$ cat config.mk
export PLATFORM = sky130hd
export DESIGN_NAME = smc_top
export DESIGN_NICKNAME = d
export VERILOG_FILES = /design/src/smc_pkg.sv /design/src/smc_top.sv
export SDC_FILE = /design/constraint.sdc
export NUM_CORES = 2
export LEC_CHECK = 0
export BUFFER_PORTS_ARGS = -buffer_cell sky130_fd_sc_hd__buf_2
export CAP_MARGIN = 20
export CELL_PAD_IN_SITES_DETAIL_PLACEMENT = 1
export CELL_PAD_IN_SITES_GLOBAL_PLACEMENT = 2
export CORE_ASPECT_RATIO = 0.9
export CORE_MARGIN = 2
export CORE_UTILIZATION = 44
export CTS_BUF_LIST = sky130_fd_sc_hd__clkbuf_4 sky130_fd_sc_hd__clkbuf_8
export DETAILED_ROUTE_END_ITERATION = 16
export PLACE_DENSITY_LB_ADDON = 0.1
export SLEW_MARGIN = 20
export SYNTH_ARGS = -nofsm -noshare
export SYNTH_HDL_FRONTEND = slang
export SYNTH_SLANG_ARGS = --single-unit
$ cat constraint.sdc
create_clock -name clk_i -period 8.4 [get_ports clk_i]
set_clock_uncertainty 0.15 [all_clocks]
set_input_delay 1.68 -clock clk_i [delete_from_list [all_inputs] [get_ports clk_i]]
set_output_delay 1.68 -clock clk_i [all_outputs]
set_load 0.03 [all_outputs]
$ cat src/smc_pkg.sv
// Package: constants and types of the serial master control block
package smc_pkg;
  // Register byte offsets
  localparam logic [7:0] OFF_CS   = 8'h00;
  localparam logic [7:0] OFF_FIFO = 8'h04;
  localparam logic [7:0] OFF_CLK  = 8'h08;
  localparam logic [7:0] OFF_TRANSFER_BYTE_COUNT = 8'h0c;
  localparam logic [7:0] OFF_LOW_SPEED_HOLD_DELAY = 8'h10;
  localparam logic [7:0] OFF_DC   = 8'h14;
  localparam logic [7:0] OFF_WIRE = 8'h18; // Shared data wire mode
  // Control/status bit positions
  localparam int B_LONG  = 25;
  localparam int B_LDMA  = 24;
  localparam int B_POL0  = 21;
  localparam int B_RXF   = 20;
  localparam int B_RXR   = 19;
  localparam int B_TXD   = 18;
  localparam int B_RXD   = 17;
  localparam int B_DONE  = 16;
  localparam int B_LSM   = 13;
  localparam int B_REN   = 12;
  localparam int B_AUTO_SELECT_RELEASE  = 11;
  localparam int B_RX_LEVEL_IRQ_ENABLE  = 10;
  localparam int B_DONE_IRQ_ENABLE  = 9;
  localparam int B_DMA_REQUEST_ENABLE = 8;
  localparam int B_TA    = 7;
  localparam int B_SELECT_POLARITY_GLOBAL = 6;
  localparam int B_CLRRX = 5;
  localparam int B_CLRTX = 4;
  localparam int B_CPOL  = 3;
  localparam int B_CPHA  = 2;
  localparam int B_SEL   = 0;
  // Writable control bits and reset values
  localparam logic [25:0] CS_RW_MASK = 26'h3e0ffcf;
  localparam logic [25:0] CS_RST     = 26'h0001000;
  localparam logic [31:0] DC_RST     = 32'h30201020;
  localparam logic [3:0]  TOH_RST    = 4'h1;
  // FIFO geometry and levels
  localparam logic [4:0]  FIFO_FULL  = 5'h10;
  localparam logic [4:0]  RXR_LEVEL  = 5'h0c;
  localparam logic [2:0]  WORD_BYTES = 3'h4;
  localparam logic [15:0] HALF_MAX   = 16'h8000;
  localparam logic [1:0]  SEL_NONE   = 2'h3;

  // Wishbone request from master
  typedef struct packed {
    logic        cyc;
    logic        stb;
    logic        we;
    logic [7:0]  adr;
    logic [3:0]  sel;
    logic [31:0] dat;
  } smc_wb_req_t;

  // Wishbone answer to master
  typedef struct packed {
    logic        ack;
    logic [31:0] dat;
  } smc_wb_rsp_t;

  // Serial side pins
  typedef struct packed {
    logic       sclk;
    logic       mosi;
    logic       mosi_oe;
    logic [2:0] cs;
  } smc_pins_t;

  // Whole state of the block
  typedef struct packed {
    logic [15:0][8:0] tx_mem;
    logic [15:0][7:0] rx_mem;
    logic [3:0]       tx_rd;
    logic [3:0]       tx_wr;
    logic [4:0]       tx_cnt;
    logic [3:0]       rx_rd;
    logic [3:0]       rx_wr;
    logic [4:0]       rx_cnt;
    logic [25:0]      csr;
    logic [15:0]      divider_field;
    logic [15:0]      transfer_byte_count;
    logic [3:0]       output_hold_delay;
    logic [31:0]      dc;
    logic             wire_shared;
    logic             busy;
    logic             ph;
    logic [3:0]       bitc;
    logic [15:0]      hcnt;
    logic [8:0]       sh;
    logic [7:0]       rsh;
    logic             sclk;
    logic [15:0]      rem;
    logic             rel;
    logic             ack;
    logic [31:0]      rdat;
    logic [1:0]       miso_sync;
  } smc_state_t;

  localparam smc_state_t ST_RST = '{csr: CS_RST, dc: DC_RST,
                                     output_hold_delay: TOH_RST, default: '0};
endpackage

$ cat src/smc_top.sv
// Serial master control: registers, FIFOs, shifter and DMA requests
// Behaviour
// - Low-speed DMA: long bit picks byte/word push
// - Low-speed mode needs own DMA enable bit
// - Per-line select polarity, reset active low
// - Full receive FIFO stalls further serial bytes
// - Needs-reading flag at three-quarter fill, active
// - Can-accept flag while transmit FIFO has room
// - Has-data flag while receive FIFO nonempty
// - Done when complete; cleared by push or inactive
// - Mode bit picks standard or nine-bit protocol
// - Read-enable turns shared data wire around
// - Auto release of select at DMA count end
// - Interrupt while needs-reading flag and enabled
// - Interrupt while done flag and enabled
// - DMA requests only when enabled, word moves
// - Inactive: selects idle, port writes load settings
// - Active: selects driven; frame end clears active
// - Global polarity bit makes selects active high
// - One-shot FIFO clears act before frame start
// - Clock polarity sets idle clock level
// - Clock phase places first clock transition
// - Select field picks line; code three reserved
// - Clock divider, zero means 65536, even only
// - Data shifted out most significant bit first
// - Low-speed items carry ninth command/param bit
//
// Chosen here: the Wishbone register port.
`timescale 1ns/1ps
`default_nettype none
module smc_top (
  // Clock and reset
  input  wire logic                 clk_i,
  input  wire logic                 rst_i,
  // Register bus
  input  wire smc_pkg::smc_wb_req_t wb_i,
  output var  smc_pkg::smc_wb_rsp_t wb_o,
  // Serial pins
  input  wire logic                 miso_i,
  output var  smc_pkg::smc_pins_t   pins_o,
  // DMA engine handshake
  input  wire logic                 dma_frame_end_i,
  output logic                      tx_dreq_o,
  output logic                      rx_dreq_o,
  // Interrupt
  output logic                      irq_o
);
  import smc_pkg::*;

  smc_state_t  s;        // Registered state
  smc_state_t  n;        // Next state
  logic        active;   // Transfer active bit
  logic        low_speed_nine_bit_mode;    // Nine-bit protocol on
  logic        dma_on;   // DMA requests allowed
  logic        wide;     // Port moves whole words
  logic [2:0]  nbytes;   // Bytes per port access
  logic        rx_full_flag;      // Receive FIFO full
  logic        rx_needs_reading_flag;      // Receive FIFO needs reading
  logic        txd;      // Transmit FIFO has room
  logic        rxd;      // Receive FIFO has data
  logic        done;     // Transfer complete
  logic [15:0] half;     // Half clock period in cycles
  logic        take;     // Bus request taken this cycle
  logic [31:0] bmask;    // Byte lane mask from sel
  logic [2:0]  sel_lines; // Chip select levels

  // Mode decode
  assign active = s.csr[B_TA];
  assign low_speed_nine_bit_mode  = s.csr[B_LSM];
  assign dma_on = s.csr[B_DMA_REQUEST_ENABLE] & (~low_speed_nine_bit_mode | s.csr[B_LDMA]);
  // Word moves in DMA, or per long bit in low-speed DMA
  assign wide   = low_speed_nine_bit_mode ? (s.csr[B_LDMA] & s.csr[B_LONG])
                        : dma_on;
  assign nbytes = wide ? WORD_BYTES : 3'h1;

  // Status flags, derived from live FIFO levels
  assign rx_full_flag  = s.rx_cnt == FIFO_FULL;
  assign rx_needs_reading_flag  = active & (s.rx_cnt >= RXR_LEVEL);
  assign txd  = s.tx_cnt != FIFO_FULL;
  assign rxd  = s.rx_cnt != 5'h0;
  // Done also waits for the DMA byte count to run out
  assign done = active & ~s.busy & (s.tx_cnt == 5'h0)
              & ~(dma_on & (s.rem != 16'h0));

  // Divider: zero gives the largest divisor, odd above one rounds down
  always_comb begin
    if (s.divider_field == 16'h0) begin
      half = HALF_MAX;
    end else if (s.divider_field[15:1] == 15'h0) begin
      half = 16'h1;  // Divisor 1 cannot be halved; use 2
    end else begin
      half = {1'b0, s.divider_field[15:1]};
    end
  end

  // Bus decode
  assign take  = wb_i.cyc & wb_i.stb & ~s.ack;
  assign bmask = {{8{wb_i.sel[3]}}, {8{wb_i.sel[2]}},
                  {8{wb_i.sel[1]}}, {8{wb_i.sel[0]}}};

  // Next-state logic
  always_comb begin
    logic [2:0]  tpush;
    logic        tpop;
    logic        rpush;
    logic [2:0]  rpop;
    logic        clr_tx;
    logic        clr_rx;
    logic [25:0] m;
    tpush  = 3'h0;
    tpop   = 1'b0;
    rpush  = 1'b0;
    rpop   = 3'h0;
    clr_tx = 1'b0;
    clr_rx = 1'b0;
    m      = CS_RW_MASK & bmask[25:0];
    n      = s;
    n.ack  = take;
    // Only the second stage is read by logic
    n.miso_sync = {s.miso_sync[0], miso_i};

    // Register access, answered one cycle after take
    if (take) begin
      n.rdat = 32'h0;
      unique case (wb_i.adr)
        OFF_CS: begin
          if (wb_i.we) begin
            n.csr  = (s.csr & ~m) | (wb_i.dat[25:0] & m);
            clr_tx = wb_i.sel[0] & wb_i.dat[B_CLRTX];
            clr_rx = wb_i.sel[0] & wb_i.dat[B_CLRRX];
          end else begin
            n.rdat = {6'h0, s.csr[25:21], rx_full_flag, rx_needs_reading_flag, txd, rxd, done,
                      s.csr[15:6], 2'h0, s.csr[3:0]};
          end
        end
        OFF_FIFO: begin
          if (wb_i.we && active) begin
            // Whole access is dropped if it does not fit
            if ({2'h0, nbytes} <= FIFO_FULL - s.tx_cnt) begin
              tpush = nbytes;
            end
          end else if (wb_i.we) begin
            // Settings preload from a DMA block header
            n.transfer_byte_count     = wb_i.dat[31:16];
            n.csr[7:0] = wb_i.dat[7:0];
            clr_tx     = wb_i.dat[B_CLRTX];
            clr_rx     = wb_i.dat[B_CLRRX];
          end else begin
            // Missing bytes read as zero
            for (int k = 0; k < 4; k++) begin
              if (k < int'(nbytes) && k < int'(s.rx_cnt)) begin
                n.rdat[8*k +: 8] = s.rx_mem[s.rx_rd + 4'(k)];
              end
            end
            rpop = (s.rx_cnt < {2'h0, nbytes}) ? s.rx_cnt[2:0]
                                               : nbytes;
          end
        end
        OFF_CLK: begin
          if (wb_i.we) n.divider_field = wb_i.dat[15:0];
          n.rdat = {16'h0, s.divider_field};
        end
        OFF_TRANSFER_BYTE_COUNT: begin
          if (wb_i.we) n.transfer_byte_count = wb_i.dat[15:0];
          n.rdat = {16'h0, s.transfer_byte_count};
        end
        OFF_LOW_SPEED_HOLD_DELAY: begin
          if (wb_i.we) n.output_hold_delay = wb_i.dat[3:0];
          n.rdat = {28'h0, s.output_hold_delay};
        end
        OFF_DC: begin
          if (wb_i.we) n.dc = (s.dc & ~bmask) | (wb_i.dat & bmask);
          n.rdat = s.dc;
        end
        OFF_WIRE: begin
          if (wb_i.we) n.wire_shared = wb_i.dat[0];
          n.rdat = {31'h0, s.wire_shared};
        end
        default: begin
          n.rdat = 32'h0;  // Unmapped: acked, reads zero
        end
      endcase
      if (wb_i.we) n.rdat = s.rdat;
    end

    // New frame: reload count and re-arm the selects
    if (n.csr[B_TA] && !active) begin
      n.rem = n.transfer_byte_count;
      n.rel = 1'b0;
    end
    // DMA frame end overrides a software write
    if (dma_frame_end_i) begin
      n.csr[B_TA] = 1'b0;
    end

    // Shift engine
    if (s.busy) begin
      if (s.hcnt > 16'h1) begin
        n.hcnt = s.hcnt - 16'h1;
      end else begin
        n.hcnt = half;
        if (!s.ph) begin
          // Sample at the mid-bit edge
          n.rsh = {s.rsh[6:0], s.miso_sync[1]};
          n.ph  = 1'b1;
        end else begin
          n.ph = 1'b0;
          if (s.bitc == (low_speed_nine_bit_mode ? 4'h8 : 4'h7)) begin
            n.busy = 1'b0;
            rpush  = 1'b1;
            // Count exhausted: drop select when asked to
            if (dma_on && s.rem == 16'h0 && s.csr[B_AUTO_SELECT_RELEASE]) begin
              n.rel = 1'b1;
            end
          end else begin
            n.sh   = {s.sh[7:0], 1'b0};
            n.bitc = s.bitc + 4'h1;
          end
        end
      end
    end else if (active && s.tx_cnt != 5'h0 && !rx_full_flag
                 && !(dma_on && s.rem == 16'h0)) begin
      // Start only with room for the answer byte
      tpop   = 1'b1;
      n.busy = 1'b1;
      n.ph   = 1'b0;
      n.bitc = 4'h0;
      n.hcnt = half;
      // Ninth bit leads in low-speed mode
      n.sh   = low_speed_nine_bit_mode ? s.tx_mem[s.tx_rd]
                     : {s.tx_mem[s.tx_rd][7:0], 1'b0};
      if (dma_on) n.rem = s.rem - 16'h1;
    end

    // Abort on leaving the active state
    if (!n.csr[B_TA]) n.busy = 1'b0;

    // Clock level from next phase; idle level when quiet
    n.sclk = n.busy ? (n.csr[B_CPOL] ^ n.ph ^ n.csr[B_CPHA])
                    : n.csr[B_CPOL];

    // Transmit FIFO update
    for (int k = 0; k < 4; k++) begin
      if (k < int'(tpush)) begin
        // Single byte carries the ninth bit; words are parameters
        n.tx_mem[s.tx_wr + 4'(k)] = wide
          ? {1'b1, wb_i.dat[8*k +: 8]}
          : (k == 0 ? wb_i.dat[8:0] : 9'h0);
      end
    end
    n.tx_wr  = s.tx_wr + 4'(tpush);
    n.tx_rd  = s.tx_rd + 4'(tpop);
    n.tx_cnt = s.tx_cnt + 5'(tpush) - 5'(tpop);
    if (clr_tx) begin
      n.tx_wr  = 4'h0;
      n.tx_rd  = 4'h0;
      n.tx_cnt = 5'h0;
    end

    // Receive FIFO update
    if (rpush) n.rx_mem[s.rx_wr] = n.rsh;
    n.rx_wr  = s.rx_wr + 4'(rpush);
    n.rx_rd  = s.rx_rd + 4'(rpop);
    n.rx_cnt = s.rx_cnt + 5'(rpush) - 5'(rpop);
    if (clr_rx) begin
      n.rx_wr  = 4'h0;
      n.rx_rd  = 4'h0;
      n.rx_cnt = 5'h0;
    end
  end

  // State register
  always_ff @(posedge clk_i) begin
    if (rst_i) begin
      s <= ST_RST;
    end else begin
      s <= n;
    end
  end

  // Bus answer
  assign wb_o = '{ack: s.ack, dat: s.rdat};

  // Serial data and clock from flops; read enable hands the
  // shared wire to the slave
  assign pins_o = '{sclk:    s.sclk,
                    mosi:    s.sh[8],
                    mosi_oe: ~(s.wire_shared & s.csr[B_REN]),
                    cs:      sel_lines};

  // Chip selects: only the chosen line asserts
  always_comb begin
    for (int i = 0; i < 3; i++) begin
      logic act;
      logic pol;
      act = active & ~s.rel & (s.csr[1:0] == 2'(i));
      pol = s.csr[B_POL0 + i] | s.csr[B_SELECT_POLARITY_GLOBAL];
      sel_lines[i] = act ? pol : ~pol;
    end
  end

  // DMA requests from FIFO levels against thresholds; the transmit
  // side asks while inactive too, so the engine can load the header
  assign tx_dreq_o = dma_on
                   & ({3'h0, s.tx_cnt} <= s.dc[7:0]);
  assign rx_dreq_o = dma_on & (({3'h0, s.rx_cnt} > s.dc[23:16])
                   | (done & rxd));

  // Level interrupt while any enabled condition holds
  assign irq_o = (s.csr[B_RX_LEVEL_IRQ_ENABLE] & rx_needs_reading_flag)
               | (s.csr[B_DONE_IRQ_ENABLE] & done);
endmodule
`default_nettype wire

==> results.txt <==
The tools report the final number of max-transition violations as 0. The logs give 0 for the DRC violation count after routing and 3460 for the final layout net count. The number of placed I/O pins is 93, and the weighted congestion reported at the end of routability-driven placement is 0.996. For the DRC marker count from the first detailed-route iteration, the log shows 3824.

The initial antenna violation count came out at 3. Footprint of the flip-flops and latches: 0.00958 mm². The path with the worst hold slack has its endpoint at s[1]. Input and output buffers added on the ports amount to 92.

The portion of the post-synthesis area used by sequential elements is 0.318. In this design, the largest share of critical-path delay is due to simple AND/OR/NAND/NOR gates. The mean routed wirelength per cell was 32.8 µm. The tools report the worst voltage drop across the vdd grid as 0.128 mV. Setup violations remaining at the end of the flow were counted as 0. The setup check on the worst reg-to-reg path leaves a slack of 3090 ps.

The multi-input combinational cells in the finished layout cover a total of 0.0191 mm². The critical path goes through inv_1 > ha_1 > or4b_2 > nand4b_1 > and2_1 > nor3_1 > nand2_1 > a21oi_1 > buf_2. Async set or reset register ratio after synthesis: 0. Most common flop cell mapped by yosys: dfxtp_1. The number of enable flip-flop cells after synthesis was 0; the total negative slack was 0 ps. Hold repair after CTS inserted 0 buffers. The hold path depth was 1. In this run the most critical hold path is launched from n[1]. After clock tree synthesis, the setup repair step added 0 buffers. The slowest stage of the critical path belongs to the cell or4b_2.

For this block, the routed nets add up to 141000 µm of wire. For the number of distinct standard cells referenced by the synthesized netlist, the log shows 81. Once detail routing completed, the nets flagged for antenna violations numbered 0. The run gives 0.144 as the worst relative slew slack. In the layout the commonest cells are dfxtp_1, nand2_1, a21oi_1. The core outline area is 0.0673 mm².

The number of nets handed over by synthesis was 3546. STA classifies the critical path endpoint as an output port. Synthesis handed over a netlist of 3444 instances. The run gives 0.0301 mm² as the post-synthesis instance area. The tools report the die area as 0.0706 mm². STA classifies the critical path startpoint as a flop.

The share of the clock period used by the worst path was 0.695; the depth of the CTS H-tree was 3. The flow ran to the end, and the final reports show no timing, DRC or antenna violations. Summing over every cut layer, the via total after detailed routing is 30300. After detailed routing, the number of vias per cell comes to 7.06. The logs give 0 for the total of warnings raised by yosys and 0 for the count of instances resized after the clock tree is built. The max-capacitance violation count is 0, and the clock transition at the registers of the reported paths is 60 ps. The floorplan step set the die width to 280 µm. For the arrival time at the worst endpoint, the log shows 4010 ps. The share of final-layout standard cells stronger than drive strength 1 is 0.174, and the leftover overflow at the end of global routing is 0.

The critical path class is flop to output port. The run gives 112 as the pin count of the biggest net entering global routing. Path category of the worst min-delay check: flop to flop. Total CTS buffers: 89.

The first global-routing pass estimated 205000 µm of wire. The instance area at placement was 0.0310 mm². The leakage power total came out at 11.8 nW.

The run gives 4.87 mW as the total power of the final layout. The final number of hold-violating endpoints came out at 0. The clock passes through at most 3 buffers. The die height was 252 µm.

Data on the critical path is required at its endpoint by 6570 ps. Static timing analysis puts the maximum clock frequency at 0.171 GHz. The critical path contains buffers and inverters numbering 2 combined.

The floorplan row count is 90. In this run the clock root is driven by a clkbuf_8. Averaged over all synthesized cells, the footprint is 8.75 µm².

The first-pass iteration count of the detailed router is 7, and the total of fill cells in the finished design is 7755. The clock reaches the later pin of the worst-skew pair after 730 ps. From synthesis to final layout, the design area changed by 9.11%. Dividing total power by cell area gives a power density of 148 mW/mm². TritonCTS built the clock tree. The number of cell instances on the worst register-to-register path works out to 14. For the clock sink count, the log shows 478. The final design instance area without fill came out at 0.0329 mm².

Setup repair after global routing left no endpoint under its margin. The pin slew with the least headroom to its limit was 1280 ps. The post-layout minimum cycle time came out at 5840 ps. Most frequent standard cell in the layout excluding fill and tap cells: dfxtp_1. The synthesized flop and latch total works out to 478. The aggregate global-route resource usage was 0.392; the post-DP HPWL was 96700 µm. Along the worst path, the maximum fanout reaches 6. The largest stage delay on the critical path works out to 690 ps. In this run the critical register-to-register path is captured at s[465]. The effective utilization at floorplan is 0.447, and the via count of the first global-routing pass is 29900.
==> power breakdown <==
part / internal [mW] / total, mW / switching, mW
clock: 1.32 / 2.45 / 1.12
sequential: 2.27 / 2.27 / 0.000362
combinational: 0.0254 / 0.156 / 0.131
total: 3.62 / 4.87 / 1.25
==> synth_stat cells, types with 46 or more instances <==
| master | instances | area [µm²] |
|---|---|---|
| mux4_2 | 180 | 4050 |
| ha_1 | 48 | 601 |
| nand3_1 | 65 | 325 |
| mux2i_1 | 195 | 1950 |
| nor2_1 | 245 | 920 |
| nor3_1 | 76 | 380 |
| buf_1 | 46 | 173 |
| dfxtp_1 | 478 | 9570 |
| o211ai_1 | 50 | 375 |
| clkbuf_1 | 265 | 995 |
| a22oi_1 | 68 | 510 |
| a211oi_1 | 169 | 1270 |
| o21ai_0 | 80 | 400 |
| inv_1 | 49 | 184 |
| nand2_1 | 433 | 1630 |
| a21oi_1 | 387 | 1940 |
==> layout make-up <==
type                            count  share of cell area
Clock buffer                      132              0.0507
Clock inverter                     18             0.00499
Timing Repair Buffer              176              0.0336
Tap cell                          874              0.0333
Inverter                           51             0.00582
Antenna cell                        2            0.000152
Multi-Input combinational cell   2562               0.580
Sequential cell                   478               0.291
==> cell families after synthesis <==
logic type	Yosys count	synth area share
buf+inv	404	0.0551
xor+xnor	41	0.0119
compound gates	1050	0.231
simple gates	1022	0.154
fa+ha+maj	51	0.0219
mux	398	0.208
flops	478	0.318
==> metal layers <==
metal	track usage	vias up	part of all wire
met5	0	-	0.000078
met4	0.224	2	0.063
met3	0.0824	431	0.097
met2	0.592	1788	0.44
met1	0.520	15300	0.40
li1	-	12800	-
==> how the worst max path moves through the flow <==
stage	slack (ps)	endpoint	from	depth (start not counted)
6_report	2560	rx_dreq_o	s[36]	9
3_5_place_dp	2430	s[450]	wb_i[37]	9
3_3_place_gp	2660	s[463]	wb_i[37]	9
4_1_cts	2650	rx_dreq_o	s[36]	9
5_1_grt	2490	rx_dreq_o	s[36]	9
2_1_floorplan	3680	wb_o[31]	s[197]	12
==> stage by stage <==
step                      std cells  hold WS [ps]   util  worst slack, ps
after detailed placement       4137           275  0.460             2430
after global routing           4291           316  0.488             2490
after floorplan                3444           264      -             3680
after CTS                      4287           289  0.487             2650
final                          4293           285  0.488             2560
after global placement         4133           271  0.459             2660
==> sequential cells by signal, indices dropped and copies added, names as in the netlist, named ones only <==
name and flops:
active 1, n 1, pins_o 2, s 396
wb_o 33
Power figures use the tool's default switching activity.
